[src/verilog/wrp_pkg.sv]
package wrp_pkg;
// Behaviour
// - Rectifier stays passive at start-up; synchronous mode only after lockout releases.
// - Lockout releases above 2.9 V rail and re-engages 200 mV lower.
// - Rail voltage and output current are sampled periodically for the control logic.
// - Rail below target asks lower frequency; rail above target asks higher frequency.
// - Rail target drops as regulator load current rises.
// - Rail above 13.5 V disables regulator, sends error packets, drives clamp drain.
// - Clamp stays active until rail falls below threshold minus hysteresis.
// - Select pin above 1.5 V picks 12 V; 0.7 V to 1.2 V picks 9 V.
// - Fallback enabled drops output to 5 V on a 5 W transmitter; else high impedance.
// - Quality factor 103, 80, 60, 40 or 20 follows the select pin level.
// - Over-limit current sets the current limit flag instead of cutting the output.
// - Current limit pin picks 1.6 A, 1 A, 0.8 A or 0.5 A.
// - Fault alert pulls low on shutdown, die over 140 C, thermistor, overload, overvoltage.
// - The triggering condition is recorded in a readable interrupt status register.
// - Shutdown request pin high disables the device; low activates it.
// - Die temperature above 140 C shuts the device down.
// - Die above 130 C sets the overheat flag and sends a power stop packet.
// - Thermistor input between 0.1 V and 0.6 V triggers over-temperature shutdown.
// - Thermistor input below 0.1 V ends charge with a power stop packet.

  localparam int unsigned CLK_HZ         = 10_000_000;
  localparam int unsigned SAMPLE_RATE_HZ = 67_500;
  localparam int unsigned SAMPLE_CYC     = CLK_HZ / SAMPLE_RATE_HZ;

  localparam logic [15:0] UNDERVOLTAGE_LOCKOUT_RISE_MV   = 16'h0b54;
  localparam logic [15:0] UNDERVOLTAGE_LOCKOUT_HYS_MV    = 16'h00c8;
  localparam logic [15:0] OV_RISE_MV     = 16'h34bc;
  localparam logic [15:0] OV_HYS_MV      = 16'h03e8;
  localparam logic [15:0] RAIL_BASE_12_MV = 16'h300c;
  localparam logic [15:0] RAIL_BASE_9_MV  = 16'h2454;
  localparam logic [15:0] RAIL_DROOP_MAX = 16'h0bb8;
  localparam logic [15:0] RAIL_BAND_MV   = 16'h0064;

  localparam logic [7:0]  DIE_SHUT_C     = 8'h8c;
  localparam logic [7:0]  DIE_COOL_C     = 8'h78;
  localparam logic [7:0]  DIE_WARN_C     = 8'h82;

  localparam logic [11:0] VSEL_12_CODE   = 12'hb6d;
  localparam logic [11:0] VSEL_9_HI_CODE = 12'h924;
  localparam logic [11:0] VSEL_9_LO_CODE = 12'h555;
  localparam logic [11:0] VSEL_12_STEP   = 12'h0ea;
  localparam logic [11:0] VSEL_9_STEP    = 12'h0c3;

  localparam logic [11:0] CURRENT_LIMIT_PIN_PULL_CODE = 12'h924;
  localparam logic [11:0] CURRENT_LIMIT_PIN_1A_CODE   = 12'h400;
  localparam logic [11:0] CURRENT_LIMIT_PIN_08_CODE   = 12'h2aa;
  localparam logic [15:0] CURRENT_LIMIT_PIN_16_MA     = 16'h0640;
  localparam logic [15:0] CURRENT_LIMIT_PIN_10_MA     = 16'h03e8;
  localparam logic [15:0] CURRENT_LIMIT_PIN_08_MA     = 16'h0320;
  localparam logic [15:0] CURRENT_LIMIT_PIN_05_MA     = 16'h01f4;

  localparam logic [11:0] THERM_HI_CODE  = 12'h492;
  localparam logic [11:0] THERM_LO_CODE  = 12'h0c3;

  localparam logic [7:0]  REG_CTRL       = 8'h00;
  localparam logic [7:0]  REG_MASK       = 8'h04;
  localparam logic [7:0]  REG_STATUS     = 8'h08;
  localparam logic [7:0]  REG_MEAS       = 8'h0c;
  localparam logic [7:0]  REG_STATE      = 8'h10;
  localparam logic [1:0]  CTRL_RESET     = 2'h1;
  localparam logic [6:0]  MASK_RESET     = 7'h7f;

  localparam int unsigned ST_SHUT_PIN = 0;
  localparam int unsigned ST_DIE_HOT  = 1;
  localparam int unsigned ST_THERM    = 2;
  localparam int unsigned ST_OC       = 3;
  localparam int unsigned ST_OV       = 4;
  localparam int unsigned ST_DIE_WARN = 5;
  localparam int unsigned ST_EOC      = 6;

  typedef enum logic [1:0] {
    WRP_PASSIVE  = 2'b00,
    WRP_ACTIVE   = 2'b01,
    WRP_SHUTDOWN = 2'b10
  } wrp_state_t;

  typedef enum logic [1:0] {
    WRP_OUT_12V = 2'b00,
    WRP_OUT_9V  = 2'b01,
    WRP_OUT_5V  = 2'b10
  } wrp_vout_t;

endpackage : wrp_pkg

[src/verilog/wrp_hyst.sv]
`timescale 1ns/10ps
`default_nettype none
module wrp_hyst #(
  parameter int W = 16
) (
  input  wire logic         clk,
  input  wire logic         rst,
  input  wire logic [W-1:0] val,
  input  wire logic [W-1:0] on_th,
  input  wire logic [W-1:0] off_th,
  output var  logic         hit_q
);
  logic hit_d;

  always_comb begin
    hit_d = hit_q;
    if (val > on_th) begin
      hit_d = 1'b1;
    end else if (val < off_th) begin
      hit_d = 1'b0;
    end
  end

  always_ff @(posedge clk) begin
    if (rst) begin
      hit_q <= 1'b0;
    end else begin
      hit_q <= hit_d;
    end
  end
endmodule : wrp_hyst
`default_nettype wire

[src/verilog/wrp_sticky.sv]
`timescale 1ns/10ps
`default_nettype none
module wrp_sticky #(
  parameter int W = 7
) (
  input  wire logic         clk,
  input  wire logic         rst,
  input  wire logic [W-1:0] set,
  input  wire logic [W-1:0] clr,
  output var  logic [W-1:0] flag_q
);
  logic [W-1:0] flag_d;

  // A set in the cycle of its clear wins.
  always_comb begin
    flag_d = (flag_q & ~clr) | set;
  end

  always_ff @(posedge clk) begin
    if (rst) begin
      flag_q <= '0;
    end else begin
      flag_q <= flag_d;
    end
  end
endmodule : wrp_sticky
`default_nettype wire

[src/verilog/wrp_supervisor.sv]
`timescale 1ns/10ps
`default_nettype none
module wrp_supervisor
  import wrp_pkg::*;
(
  input  wire logic        clk,
  input  wire logic        rst,
  input  wire logic        shutdown_req_pin,
  input  wire logic        adc_valid,
  input  wire logic [15:0] rail_mv,
  input  wire logic [15:0] iout_ma,
  input  wire logic [7:0]  die_temp_c,
  input  wire logic [11:0] vsel_code,
  input  wire logic [11:0] current_limit_pin_code,
  input  wire logic [11:0] therm_code,
  input  wire logic        tx_5w_only,
  input  wire logic [7:0]  reg_addr,
  input  wire logic [31:0] reg_wdata,
  input  wire logic        reg_wr,
  input  wire logic        reg_rd,
  output var  logic [31:0] reg_rdata,
  output var  logic        adc_start_q,
  output var  logic        sync_rect_q,
  output var  logic        reg_en_q,
  output var  logic        out_hiz_q,
  output var  logic [1:0]  vout_sel_q,
  output var  logic [6:0]  qfactor_q,
  output var  logic [15:0] current_limit_pin_ma_q,
  output var  logic        cur_limit_q,
  output var  logic        freq_up_q,
  output var  logic        freq_down_q,
  output var  logic        error_pkt_q,
  output var  logic        power_stop_q,
  output var  logic        clamp_drain_pin_o,
  output var  logic        clamp_drain_pin_oe,
  output var  logic        fault_alert_o,
  output var  logic        fault_alert_oe
);
  logic        shut_meta_q;
  logic        shut_sync_q;
  logic [7:0]  samp_cnt_q;
  logic [7:0]  samp_cnt_d;
  logic        adc_start_d;
  logic        samp_new_q;
  logic [15:0] rail_q;
  logic [15:0] iout_q;
  logic [7:0]  temp_q;
  logic [11:0] vsel_q;
  logic [11:0] current_limit_pin_q;
  logic [11:0] therm_q;
  logic        undervoltage_lockout_ok;
  logic        ov_q;
  logic        die_hot;
  logic        therm_fault_q;
  logic        eoc_q;
  logic        die_warn_q;
  logic        warn_prev_q;
  logic        eoc_prev_q;
  wrp_state_t  state_q;
  wrp_state_t  state_d;
  logic [15:0] target_q;
  logic [15:0] target_d;
  logic [15:0] base_mv;
  logic [15:0] drop_mv;
  logic [1:0]  pin_vout;
  logic [6:0]  pin_q;
  logic [15:0] current_limit_pin_d;
  logic        shut_cond;
  logic        reg_en_d;
  logic        sync_d;
  logic        hiz_d;
  logic [1:0]  vout_d;
  logic        cur_lim_d;
  logic        up_d;
  logic        down_d;
  logic        err_d;
  logic        stop_d;
  logic        alert_d;
  logic [1:0]  ctrl_q;
  logic [1:0]  ctrl_d;
  logic [6:0]  mask_q;
  logic [6:0]  mask_d;
  logic [31:0] rdata_d;
  logic [6:0]  st_set;
  logic [6:0]  st_clr;
  logic [6:0]  status_q;

  // Band index within the select pin range picks the quality factor.
  function automatic logic [6:0] q_from_pin(input logic [11:0] code);
    logic [2:0]  idx;
    logic [11:0] th;
    idx = 3'h0;
    th  = 12'h000;
    for (int k = 1; k < 5; k++) begin
      if (code >= VSEL_12_CODE) begin
        th = VSEL_12_CODE + 12'(k) * VSEL_12_STEP;
        if (code >= th) idx = 3'(k);
      end else begin
        th = VSEL_9_HI_CODE - 12'(k) * VSEL_9_STEP;
        if (code < th) idx = 3'(k);
      end
    end
    case (idx)
      3'h0:    q_from_pin = 7'h67;
      3'h1:    q_from_pin = 7'h50;
      3'h2:    q_from_pin = 7'h3c;
      3'h3:    q_from_pin = 7'h28;
      default: q_from_pin = 7'h14;
    endcase
  endfunction : q_from_pin

  always_ff @(posedge clk) begin
    if (rst) begin
      shut_meta_q <= 1'b0;
      shut_sync_q <= 1'b0;
    end else begin
      shut_meta_q <= shutdown_req_pin;
      shut_sync_q <= shut_meta_q;
    end
  end

  always_comb begin
    samp_cnt_d  = samp_cnt_q + 8'h01;
    adc_start_d = 1'b0;
    if (samp_cnt_q == 8'(SAMPLE_CYC - 1)) begin
      samp_cnt_d  = 8'h00;
      adc_start_d = 1'b1;
    end
  end

  // Converter results are held in flops before any threshold looks at them.
  always_ff @(posedge clk) begin
    if (rst) begin
      samp_cnt_q  <= 8'h00;
      adc_start_q <= 1'b0;
      samp_new_q  <= 1'b0;
      rail_q      <= 16'h0000;
      iout_q      <= 16'h0000;
      temp_q      <= 8'h00;
      vsel_q      <= 12'hfff;
      current_limit_pin_q      <= 12'hfff;
      therm_q     <= 12'hfff;
    end else begin
      samp_cnt_q  <= samp_cnt_d;
      adc_start_q <= adc_start_d;
      samp_new_q  <= adc_valid;
      if (adc_valid) begin
        rail_q  <= rail_mv;
        iout_q  <= iout_ma;
        temp_q  <= die_temp_c;
        vsel_q  <= vsel_code;
        current_limit_pin_q  <= current_limit_pin_code;
        therm_q <= therm_code;
      end
    end
  end

  wrp_hyst #(.W(16)) u_undervoltage_lockout (
    .clk    (clk),
    .rst    (rst),
    .val    (rail_q),
    .on_th  (UNDERVOLTAGE_LOCKOUT_RISE_MV),
    .off_th (UNDERVOLTAGE_LOCKOUT_RISE_MV - UNDERVOLTAGE_LOCKOUT_HYS_MV),
    .hit_q  (undervoltage_lockout_ok)
  );

  wrp_hyst #(.W(16)) u_ov (
    .clk    (clk),
    .rst    (rst),
    .val    (rail_q),
    .on_th  (OV_RISE_MV),
    .off_th (OV_RISE_MV - OV_HYS_MV),
    .hit_q  (ov_q)
  );

  wrp_hyst #(.W(8)) u_die (
    .clk    (clk),
    .rst    (rst),
    .val    (temp_q),
    .on_th  (DIE_SHUT_C),
    .off_th (DIE_COOL_C),
    .hit_q  (die_hot)
  );

  always_comb begin
    base_mv  = RAIL_BASE_12_MV;
    pin_vout = WRP_OUT_12V;
    if (vsel_q >= VSEL_9_LO_CODE && vsel_q <= VSEL_9_HI_CODE) begin
      base_mv  = RAIL_BASE_9_MV;
      pin_vout = WRP_OUT_9V;
    end
    drop_mv = {2'b00, iout_q[15:2]};
    if (drop_mv > RAIL_DROOP_MAX) drop_mv = RAIL_DROOP_MAX;
    target_d = base_mv - drop_mv;
    if (current_limit_pin_q >= CURRENT_LIMIT_PIN_PULL_CODE) current_limit_pin_d = CURRENT_LIMIT_PIN_16_MA;
    else if (current_limit_pin_q >= CURRENT_LIMIT_PIN_1A_CODE) current_limit_pin_d = CURRENT_LIMIT_PIN_10_MA;
    else if (current_limit_pin_q >= CURRENT_LIMIT_PIN_08_CODE) current_limit_pin_d = CURRENT_LIMIT_PIN_08_MA;
    else current_limit_pin_d = CURRENT_LIMIT_PIN_05_MA;
  end

  assign shut_cond = shut_sync_q | die_hot | therm_fault_q | eoc_q;

  always_comb begin
    state_d = state_q;
    case (state_q)
      WRP_PASSIVE: begin
        if (shut_cond) state_d = WRP_SHUTDOWN;
        else if (undervoltage_lockout_ok) state_d = WRP_ACTIVE;
      end
      WRP_ACTIVE: begin
        if (shut_cond) state_d = WRP_SHUTDOWN;
        else if (!undervoltage_lockout_ok) state_d = WRP_PASSIVE;
      end
      WRP_SHUTDOWN: begin
        if (!shut_cond) state_d = WRP_PASSIVE;
      end
      default: state_d = WRP_PASSIVE;
    endcase
    sync_d    = (state_d == WRP_ACTIVE);
    reg_en_d  = sync_d && !ov_q;
    vout_d    = pin_vout;
    hiz_d     = !reg_en_d;
    if (tx_5w_only) begin
      if (ctrl_q[0]) vout_d = WRP_OUT_5V;
      else hiz_d = 1'b1;
    end
    cur_lim_d = reg_en_d && (iout_q > current_limit_pin_q_ma());
    up_d      = samp_new_q && state_q == WRP_ACTIVE && rail_q > target_q + RAIL_BAND_MV;
    down_d    = samp_new_q && state_q == WRP_ACTIVE && rail_q + RAIL_BAND_MV < target_q;
    err_d     = samp_new_q && ov_q;
    stop_d    = (die_warn_q && !warn_prev_q) || (eoc_q && !eoc_prev_q);
    alert_d   = shut_sync_q || ((status_q & mask_q) != 7'h00);
  end

  function automatic logic [15:0] current_limit_pin_q_ma();
    current_limit_pin_q_ma = current_limit_pin_ma_q;
  endfunction : current_limit_pin_q_ma

  always_ff @(posedge clk) begin
    if (rst) begin
      state_q            <= WRP_PASSIVE;
      target_q           <= RAIL_BASE_12_MV;
      sync_rect_q        <= 1'b0;
      reg_en_q           <= 1'b0;
      out_hiz_q          <= 1'b1;
      vout_sel_q         <= WRP_OUT_12V;
      qfactor_q          <= 7'h67;
      pin_q              <= 7'h67;
      current_limit_pin_ma_q          <= CURRENT_LIMIT_PIN_16_MA;
      cur_limit_q        <= 1'b0;
      freq_up_q          <= 1'b0;
      freq_down_q        <= 1'b0;
      error_pkt_q        <= 1'b0;
      power_stop_q       <= 1'b0;
      therm_fault_q      <= 1'b0;
      eoc_q              <= 1'b0;
      die_warn_q         <= 1'b0;
      warn_prev_q        <= 1'b0;
      eoc_prev_q         <= 1'b0;
      clamp_drain_pin_oe <= 1'b0;
      fault_alert_oe     <= 1'b0;
    end else begin
      state_q            <= state_d;
      target_q           <= target_d;
      sync_rect_q        <= sync_d;
      reg_en_q           <= reg_en_d;
      out_hiz_q          <= hiz_d;
      vout_sel_q         <= vout_d;
      pin_q              <= q_from_pin(vsel_q);
      qfactor_q          <= pin_q;
      current_limit_pin_ma_q          <= current_limit_pin_d;
      cur_limit_q        <= cur_lim_d;
      freq_up_q          <= up_d;
      freq_down_q        <= down_d;
      error_pkt_q        <= err_d;
      power_stop_q       <= stop_d;
      therm_fault_q      <= therm_q >= THERM_LO_CODE && therm_q <= THERM_HI_CODE;
      eoc_q              <= therm_q < THERM_LO_CODE;
      die_warn_q         <= temp_q > DIE_WARN_C;
      warn_prev_q        <= die_warn_q;
      eoc_prev_q         <= eoc_q;
      clamp_drain_pin_oe <= ov_q;
      fault_alert_oe     <= alert_d;
    end
  end

  assign clamp_drain_pin_o = 1'b0;
  assign fault_alert_o     = 1'b0;

  always_comb begin
    st_set              = 7'h00;
    st_set[ST_SHUT_PIN] = shut_sync_q;
    st_set[ST_DIE_HOT]  = die_hot;
    st_set[ST_THERM]    = therm_fault_q;
    st_set[ST_OC]       = cur_limit_q;
    st_set[ST_OV]       = ov_q;
    st_set[ST_DIE_WARN] = die_warn_q;
    st_set[ST_EOC]      = eoc_q;
    st_clr              = (reg_wr && reg_addr == REG_STATUS) ? reg_wdata[6:0] : 7'h00;
  end

  wrp_sticky #(.W(7)) u_status (
    .clk    (clk),
    .rst    (rst),
    .set    (st_set),
    .clr    (st_clr),
    .flag_q (status_q)
  );

  always_comb begin
    ctrl_d  = ctrl_q;
    mask_d  = mask_q;
    rdata_d = 32'h0000_0000;
    if (reg_wr && reg_addr == REG_CTRL) ctrl_d = reg_wdata[1:0];
    if (reg_wr && reg_addr == REG_MASK) mask_d = reg_wdata[6:0];
    if (reg_rd) begin
      case (reg_addr)
        REG_CTRL:   rdata_d = {30'h0, ctrl_q};
        REG_MASK:   rdata_d = {25'h0, mask_q};
        REG_STATUS: rdata_d = {25'h0, status_q};
        REG_MEAS:   rdata_d = {iout_q, rail_q};
        REG_STATE:  rdata_d = {15'h0, cur_limit_q, clamp_drain_pin_oe, qfactor_q,
                               vout_sel_q, 4'h0, state_q};
        default:    rdata_d = 32'h0000_0000;
      endcase
    end
  end

  always_ff @(posedge clk) begin
    if (rst) begin
      ctrl_q    <= CTRL_RESET;
      mask_q    <= MASK_RESET;
      reg_rdata <= 32'h0000_0000;
    end else begin
      ctrl_q    <= ctrl_d;
      mask_q    <= mask_d;
      reg_rdata <= rdata_d;
    end
  end
endmodule : wrp_supervisor
`default_nettype wire

[config.mk]
export PLATFORM = sky130hd
export DESIGN_NAME = wrp_supervisor
export DESIGN_NICKNAME = d
export VERILOG_FILES = /design/src/verilog/wrp_pkg.sv /design/src/verilog/wrp_hyst.sv /design/src/verilog/wrp_sticky.sv /design/src/verilog/wrp_supervisor.sv
export SDC_FILE = /design/constraint.sdc
export NUM_CORES = 1
export LEC_CHECK = 0
export BUFFER_PORTS_ARGS = -buffer_cell sky130_fd_sc_hd__buf_2
export CELL_PAD_IN_SITES_DETAIL_PLACEMENT = 1
export CELL_PAD_IN_SITES_GLOBAL_PLACEMENT = 2
export CORE_ASPECT_RATIO = 0.9
export CORE_MARGIN = 2
export CORE_UTILIZATION = 30
export CTS_CLUSTER_SIZE = 24
export DETAILED_ROUTE_END_ITERATION = 10
export PLACE_DENSITY = 0.89
export SYNTH_ARGS = -nofsm -noshare
export SYNTH_HDL_FRONTEND = slang
export SYNTH_SLANG_ARGS = --single-unit
[constraint.sdc]
create_clock -name clk -period 2.9 [get_ports clk]
set_clock_uncertainty 0.15 [all_clocks]
set_input_delay 0.145 -clock clk [delete_from_list [all_inputs] [get_ports clk]]
set_output_delay 0.145 -clock clk [all_outputs]
set_load 0.02 [all_outputs]
Word level (Yosys, flattened, before mapping)
Cells that the tools add are included.
{"block": "totals", "out_inout_bits": 70, "reg_bits": 199, "word_cells": 159, "inputBits": 123}
{"block": "op_classes", "n_reduce_logical": 30, "n_lt_le_gt_ge": 28, "muxes": 38, "addsub": 4, "eq_ne": 11, "bitwise_logic": 8}
{"cell": "case mux 32 bit (5 select lines)", "n": 1}
{"cell": ">= comparator 12 bit (second input constant)", "n": 6}
{"cell": "< comparator 12 x 11 -> 1 bit (second input constant)", "n": 3}
{"cell": "two-way mux 3 bit", "n": 11}
{"cell": "adder 16 x 7 -> 16 bit (second input constant)", "n": 2}
{"cell": "case mux 7 bit (4 select lines)", "n": 1}
{"cell": ">= comparator 12 x 11 -> 1 bit (second input constant)", "n": 2}
{"cell": "equality test 8 x 4 -> 1 bit (second input constant)", "n": 2}
{"cell": "> comparator 16 x 11 -> 1 bit", "n": 1}
{"cell": "> comparator 16 x 12 -> 1 bit (second input constant)", "n": 1}
{"cell": "> comparator 16 x 14 -> 1 bit (second input constant)", "n": 1}
{"cell": "> comparator 16 bit", "n": 1}
{"cell": "> comparator 8 bit (second input constant)", "n": 2}
{"cell": "< comparator 16 x 12 -> 1 bit (second input constant)", "n": 1}
{"cell": "< comparator 16 x 14 -> 1 bit (second input constant)", "n": 1}
{"cell": "< comparator 16 bit", "n": 1}
{"cell": "subtractor 16 bit", "n": 1}
{"cell": "AND 7 bit", "n": 2}
{"cell": "> comparator 14 x 12 -> 1 bit (second input constant)", "n": 1}
{"cell": "two-way mux 14 bit", "n": 1}
{"cell": "two-way mux 2 bit", "n": 7}
{"cell": "logical AND 1 bit", "n": 13}
{"cell": "two-way mux 13 bit", "n": 1}
{"cell": ">= comparator 12 x 10 -> 1 bit (second input constant)", "n": 1}
{"cell": "32 further kinds", "n": 55}

Longest topological paths before layout
{"block": "logic_depth", "depth_word": 12, "mapped_depth": 13, "depth_no_buf": 13}

Hierarchy
From an unflattened synthesis, not the netlist that was laid out.
{"block": "unflattened", "hier_cells": 1228, "area_unflattened_um2": 10735.3}
{"mod": "wrp_supervisor", "seq_area_each_um2": 3643.5, "cells_each": 919, "area_per_inst_um2": 8396.8, "instances": 1}
{"mod": "wrp_hyst (u_ov ...)", "seq_area_each_um2": 20.0, "cells_each": 114, "area_per_inst_um2": 814.5, "instances": 2}
{"mod": "wrp_hyst (u_die)", "seq_area_each_um2": 20.0, "cells_each": 53, "area_per_inst_um2": 411.6, "instances": 1}
{"mod": "wrp_sticky", "seq_area_each_um2": 140.1, "cells_each": 28, "area_per_inst_um2": 297.8, "instances": 1}

Worst setup path before layout
OpenSTA, ideal clock, no wires.
{"block": "synth_timing", "kind": "register -> register", "from": "register vsel_q[2]", "to": "register target_q[13]", "path_buffers": 0, "period_less_slack_ns": 2.736, "setup_slack_ns": 0.164, "setup_ns": 0.122, "t_arrival_ns": 2.463, "path_stages_with_launch": 13, "cell_sequence": "dfxtp_1 -> o21a_1 -> o21ai_0 -> o21ai_0 -> a21oi_1 -> o21ai_0 -> ha_1 -> a21oi_1 -> nor2_1 -> nor2_1 -> nand2_1 -> a21o_1 -> a311o_1"}
{"block": "synth_between", "elab_chain_cells": 4, "word_cells_on_any_way": 5, "classes_between": "add/sub (1); order compare (2); mux (1); reduce/logical (1)"}
{"element": "from (decl)", "line_no": "wrp_supervisor.sv:48", "rtl": "logic [11:0] vsel_q;"}
{"element": "from (signal assigned)", "line_no": "wrp_supervisor.sv:151", "rtl": "vsel_q <= vsel_code;"}
{"element": ">= comparator 12 x 11 -> 1 bit or less-or-equal comparator 12 bit (tied branches)", "line_no": "wrp_supervisor.sv:188", "rtl": "if (vsel_q >= VSEL_9_LO_CODE && vsel_q <= VSEL_9_HI_CODE) begin"}
{"element": "logical AND 1 bit (*)", "line_no": "wrp_supervisor.sv:188"}
{"element": "two-way mux 13 bit (*)", "line_no": "wrp_supervisor.sv:188"}
{"element": "subtractor 16 bit (*)", "line_no": "wrp_supervisor.sv:194", "rtl": "target_d = base_mv - drop_mv;"}
{"element": "to (signal assigned)", "line_no": "wrp_supervisor.sv:264", "rtl": "target_q <= target_d;"}
{"element": "to (decl)", "line_no": "wrp_supervisor.sv:61", "rtl": "logic [15:0] target_q;"}
Mark *: on every way between the ends. The rest lies on a longest branch, timed or not.
A chain may end at the register's enable or synchronous reset.

Worst setup path in the final report
{"block": "layout_timing", "from": "register vsel_q[1]", "to": "register target_q[11]"}
Same word-level chain as after synthesis.

==> results summary <==
The floorplan step defined a die boundary enclosing 30800 um2. After global routing the overflow that remains totals 0. Summed over all cells, the static leakage comes to 0.00549 uW. The minimum clock period after layout came out at 2780 ps. The floorplan has 59 rows.

The post-layout worst setup margin is 115 ps. The power per standard cell area is 545 nW/um2. For this run, the number of Yosys warnings is 0.

The arrival time reported for the critical path endpoint came out at 2930 ps. The HPWL after detailed placement is 20.7 mm. The standard cell core area is 28900 um2. The count of vias placed by the detailed router came out at 8125. The clock latency of the later-clocked register in the worst-skew pair is 450 ps. The count of TritonRoute iterations in the first routing pass is 4. The average wire per cell in the routed design came out at 18.0 um. The startpoint type of the worst setup path is a register. For this run, the leading register cell type out of synthesis is sky130_fd_sc_hd__dfxtp_1. At the end of routability-driven placement, the weighted congestion stood at 0.873. The total chip power came out at 6490 uW. In the routed layout, each cell is associated on average with a via count of 4.91. The pre-CTS setup slack came out at -64.4 ps.

The level count of the clock H-tree came out at 4. The mean instance size in the synthesized netlist came out at 9.10 um2. The synthesized design contains 0 enable-type register cells. The number of antenna violations at the first check in global routing came out at 3. Setup repair after global routing could not meet its margin everywhere. Cells with a size suffix above 1 make up 23.1% of the layout. Synthesis handed over a netlist of 969 instances.

The routed wire length is 29.8 mm. The count of buffers added on input and output ports is 157. The starting DRC count in detailed routing came out at 359.

The highest achievable clock rate is 0.359 GHz. In this run the clock root is driven by a sky130_fd_sc_hd__clkbuf_16. The die height came out at 167 um. The aggregate negative setup slack is 0 ps. The die boundary width came out at 185 um. The worst hold path belongs to the class primary input to register.

The CTS tree is built. The endpoint required time on the critical path came out at 3050 ps. The total of endpoints with negative setup slack in the final report is 0. The initial cell density of the core is 30.5%. The maximum number of buffers from clock root to sink came out at 2.

The worst-case IR drop observed on VDD is 0.000375 V. Dividing the final minimum period by the clock period gives 96.0%. The actual slew at the worst max-slew pin is 975 ps. The share of synthesized flip-flops with an asynchronous set or reset came out at 0%.

The number of nets at the end of the flow came out at 1417. For this run, design rule violations remaining after detail routing come to 0. For this run, the register share of the synthesized area comes to 43.6%.

The run finished with clean final reports. The max-slew violation count came out at 0. The number of global-route vias before repair was 8535. The remaining max-slew budget at the tightest pin is 34.5%. The first global-routing pass estimated 46.4 mm of wire.

The overall track demand over capacity in global routing is 19.4%. The distinct cell type count of the synthesized netlist came out at 68. The count of max-cap constraint violations came out at 0. The total count of hold-check failures in the final report came out at 0. The count of nets left with antenna violations after detail routing is 0. The worst hold slack came out at 57.5 ps.

STA classifies the critical path endpoint as a register. The number of sinks driven by the clock tree came out at 192. The area added between synthesis and finish came out at 35.1%. The top-level I/O count is 193.

After synthesis the netlist holds a flip-flop and latch count of 192. The number of buffers created by CTS came out at 17. Entering global routing, the biggest net connects 60 pins. Of all nets on the critical path, the largest fanout is 5.

The cell area that synthesis handed to floorplanning was 8820 um2. The CTS clock-pin slew for the worst setup and hold paths is 70 ps. The startpoint-to-endpoint class of the critical path is register to register.
-- path summary, 6_finish.rpt --
kind                                from                       to  slack [ps]  depth (start not counted)
setup / recovery  vsel_q[1]$_SDFFE_PP1P_  target_q[11]$_SDFF_PP0_         120                         14
hold reg to reg      pin_q[1]$_SDFF_PP1_  qfactor_q[1]$_SDFF_PP1_         260                          1
hold / removal                 adc_valid  therm_q[3]$_SDFFE_PP1P_          60                          3
setup reg to reg  vsel_q[1]$_SDFFE_PP1P_  target_q[11]$_SDFF_PP0_         120                         14
-- where the power goes --
group | internal [uW] | total (uW) | switching [uW] | leakage [uW]
combinational | 575 | 1220 | 641 | 0.00363
sequential | 2770 | 2890 | 127 | 0.00158
clock | 1180 | 2380 | 1200 | 0.000288
total | 4530 | 6490 | 1960 | 0.00549
-- cell usage in the layout (no fill, tap or decap), types with 12 or more instances in the layout --
cell type | synthesis | final
sky130_fd_sc_hd__dfxtp_1 | 192 | 191
sky130_fd_sc_hd__buf_2 | 6 | 156
sky130_fd_sc_hd__nor2_1 | 112 | 109
sky130_fd_sc_hd__nand2_1 | 93 | 92
sky130_fd_sc_hd__dlygate4sd3_1 | 0 | 87
sky130_fd_sc_hd__mux2i_1 | 83 | 83
sky130_fd_sc_hd__buf_4 | 13 | 56
sky130_fd_sc_hd__ha_1 | 50 | 46
sky130_fd_sc_hd__inv_1 | 41 | 40
sky130_fd_sc_hd__a21oi_1 | 42 | 39
sky130_fd_sc_hd__and3_1 | 30 | 30
sky130_fd_sc_hd__o21ai_0 | 30 | 27
sky130_fd_sc_hd__nand3_1 | 22 | 22
sky130_fd_sc_hd__xnor2_1 | 21 | 21
sky130_fd_sc_hd__clkbuf_16 | 0 | 17
sky130_fd_sc_hd__nand4_1 | 16 | 16
sky130_fd_sc_hd__nor2b_1 | 16 | 16
sky130_fd_sc_hd__a22oi_1 | 14 | 14
sky130_fd_sc_hd__xor2_1 | 12 | 12
sky130_fd_sc_hd__nor3_1 | 13 | 12
sky130_fd_sc_hd__conb_1 | 2 | 12
-- layout make-up --
| cell class | instances | area, um2 |
|---|---|---|
| fill | 3403 | 17000 |
| tap | 396 | 495 |
| inverter | 42 | 160 |
| antenna | 3 | 7.51 |
| sequential | 192 | 3840 |
| clock buffer | 19 | 443 |
| multi-input combinational | 689 | 4710 |
| clock inverter | 13 | 136 |
| timing repair buffer | 302 | 2110 |
-- routing by layer --
metal / wire, um / share of wire (%) / track usage, %
met1: 13100 / 44 / 24.4
met2: 15100 / 51 / 33.9
met3: 1250 / 4.2 / 3.48
met4: 417 / 1.4 / 5.21
met5: 0 / 0 / 0
-- cells in the mapped netlist, types with 5 or more instances --
master,number,area share (%)
sky130_fd_sc_hd__nand2_1,93,4.0
sky130_fd_sc_hd__a31oi_1,8,0.57
sky130_fd_sc_hd__o21ai_0,30,1.7
sky130_fd_sc_hd__nand2b_1,7,0.50
sky130_fd_sc_hd__buf_4,13,1.1
sky130_fd_sc_hd__a211oi_1,7,0.60
sky130_fd_sc_hd__and3_1,30,2.1
sky130_fd_sc_hd__nor4_1,8,0.57
sky130_fd_sc_hd__nor3_1,13,0.74
sky130_fd_sc_hd__inv_1,41,1.7
sky130_fd_sc_hd__nor2_1,112,4.8
sky130_fd_sc_hd__nor2b_1,16,1.1
sky130_fd_sc_hd__nand4_1,16,1.1
sky130_fd_sc_hd__buf_1,9,0.38
sky130_fd_sc_hd__mux2_2,8,1.0
sky130_fd_sc_hd__o21a_1,6,0.51
sky130_fd_sc_hd__buf_2,6,0.34
sky130_fd_sc_hd__mux2i_1,83,9.4
sky130_fd_sc_hd__a21o_1,8,0.68
sky130_fd_sc_hd__xnor2_1,21,2.1
sky130_fd_sc_hd__nand3_1,22,1.2
sky130_fd_sc_hd__xor2_1,12,1.2
sky130_fd_sc_hd__a22oi_1,14,1.2
sky130_fd_sc_hd__ha_1,50,7.1
sky130_fd_sc_hd__clkbuf_1,27,1.1
sky130_fd_sc_hd__dfxtp_1,192,44
sky130_fd_sc_hd__a21oi_1,42,2.4
sky130_fd_sc_hd__o211ai_1,5,0.43
-- worst max-delay path: stages (launching register included) --
cell and delay, ps:
sky130_fd_sc_hd__dfxtp_2 320, sky130_fd_sc_hd__o21a_1 200, sky130_fd_sc_hd__o31a_1 290, sky130_fd_sc_hd__o31ai_2 210
sky130_fd_sc_hd__nand3_1 90, sky130_fd_sc_hd__o21ai_1 110, sky130_fd_sc_hd__buf_6 170, sky130_fd_sc_hd__ha_4 230
sky130_fd_sc_hd__a21oi_4 150, sky130_fd_sc_hd__nor2_2 70, sky130_fd_sc_hd__nor2_2 140, sky130_fd_sc_hd__nand2_1 100
sky130_fd_sc_hd__buf_6 130, sky130_fd_sc_hd__a211oi_2 200, sky130_fd_sc_hd__nor4_2 70
-- logic make-up (layout without fill, tap and decap cells) --
kind of cell / count (synthesis) / in the layout / synth area share, %
compound gates: 158 / 158 / 11.8
xor+xnor: 33 / 33 / 3.28
fa+ha+maj: 50 / 50 / 7.09
buf+inv: 98 / 376 / 4.82
flops: 192 / 192 / 43.6
mux: 92 / 92 / 10.6
other cells: 2 / 15 / 0.0851
simple gates: 344 / 344 / 18.8
-- through the flow --
stage | utilization (%) | area, um2 | cells
final | 41.2 | 11900 | 1656
after global routing | 41.2 | 11900 | 1654
after CTS | 40.6 | 11800 | 1650
after detailed placement | 35.5 | 10300 | 1529
after global placement | 35.5 | 10300 | 1529
after floorplan | - | 8860 | 979
-- what timing repair did --
item | 4_1_cts | 5_1_grt
hold buffers | 87 | 0
endpoints found under the setup margin | 2 | 11
pin swaps | 1 | 15
setup buffers | 2 | 3
endpoints found under the hold margin | 96 | 0
gates resized for setup | 4 | 27
-- registers in the layout, summed over array words and instances (netlist names), 2 cells and up --
signal                  flops
current_limit_pin_ma_q      7
therm_q                    12
current_limit_pin_q        11
u_status.flag_q             7
vout_sel_q                  2
rail_q                     16
ctrl_q                      2
qfactor_q                   6
target_q                   16
pin_q                       6
iout_q                     16
samp_cnt_q                  8
state_q                     2
vsel_q                     12
temp_q                      8
mask_q                      7
reg_rdata                  32
Power figures use the tool's default switching activity.
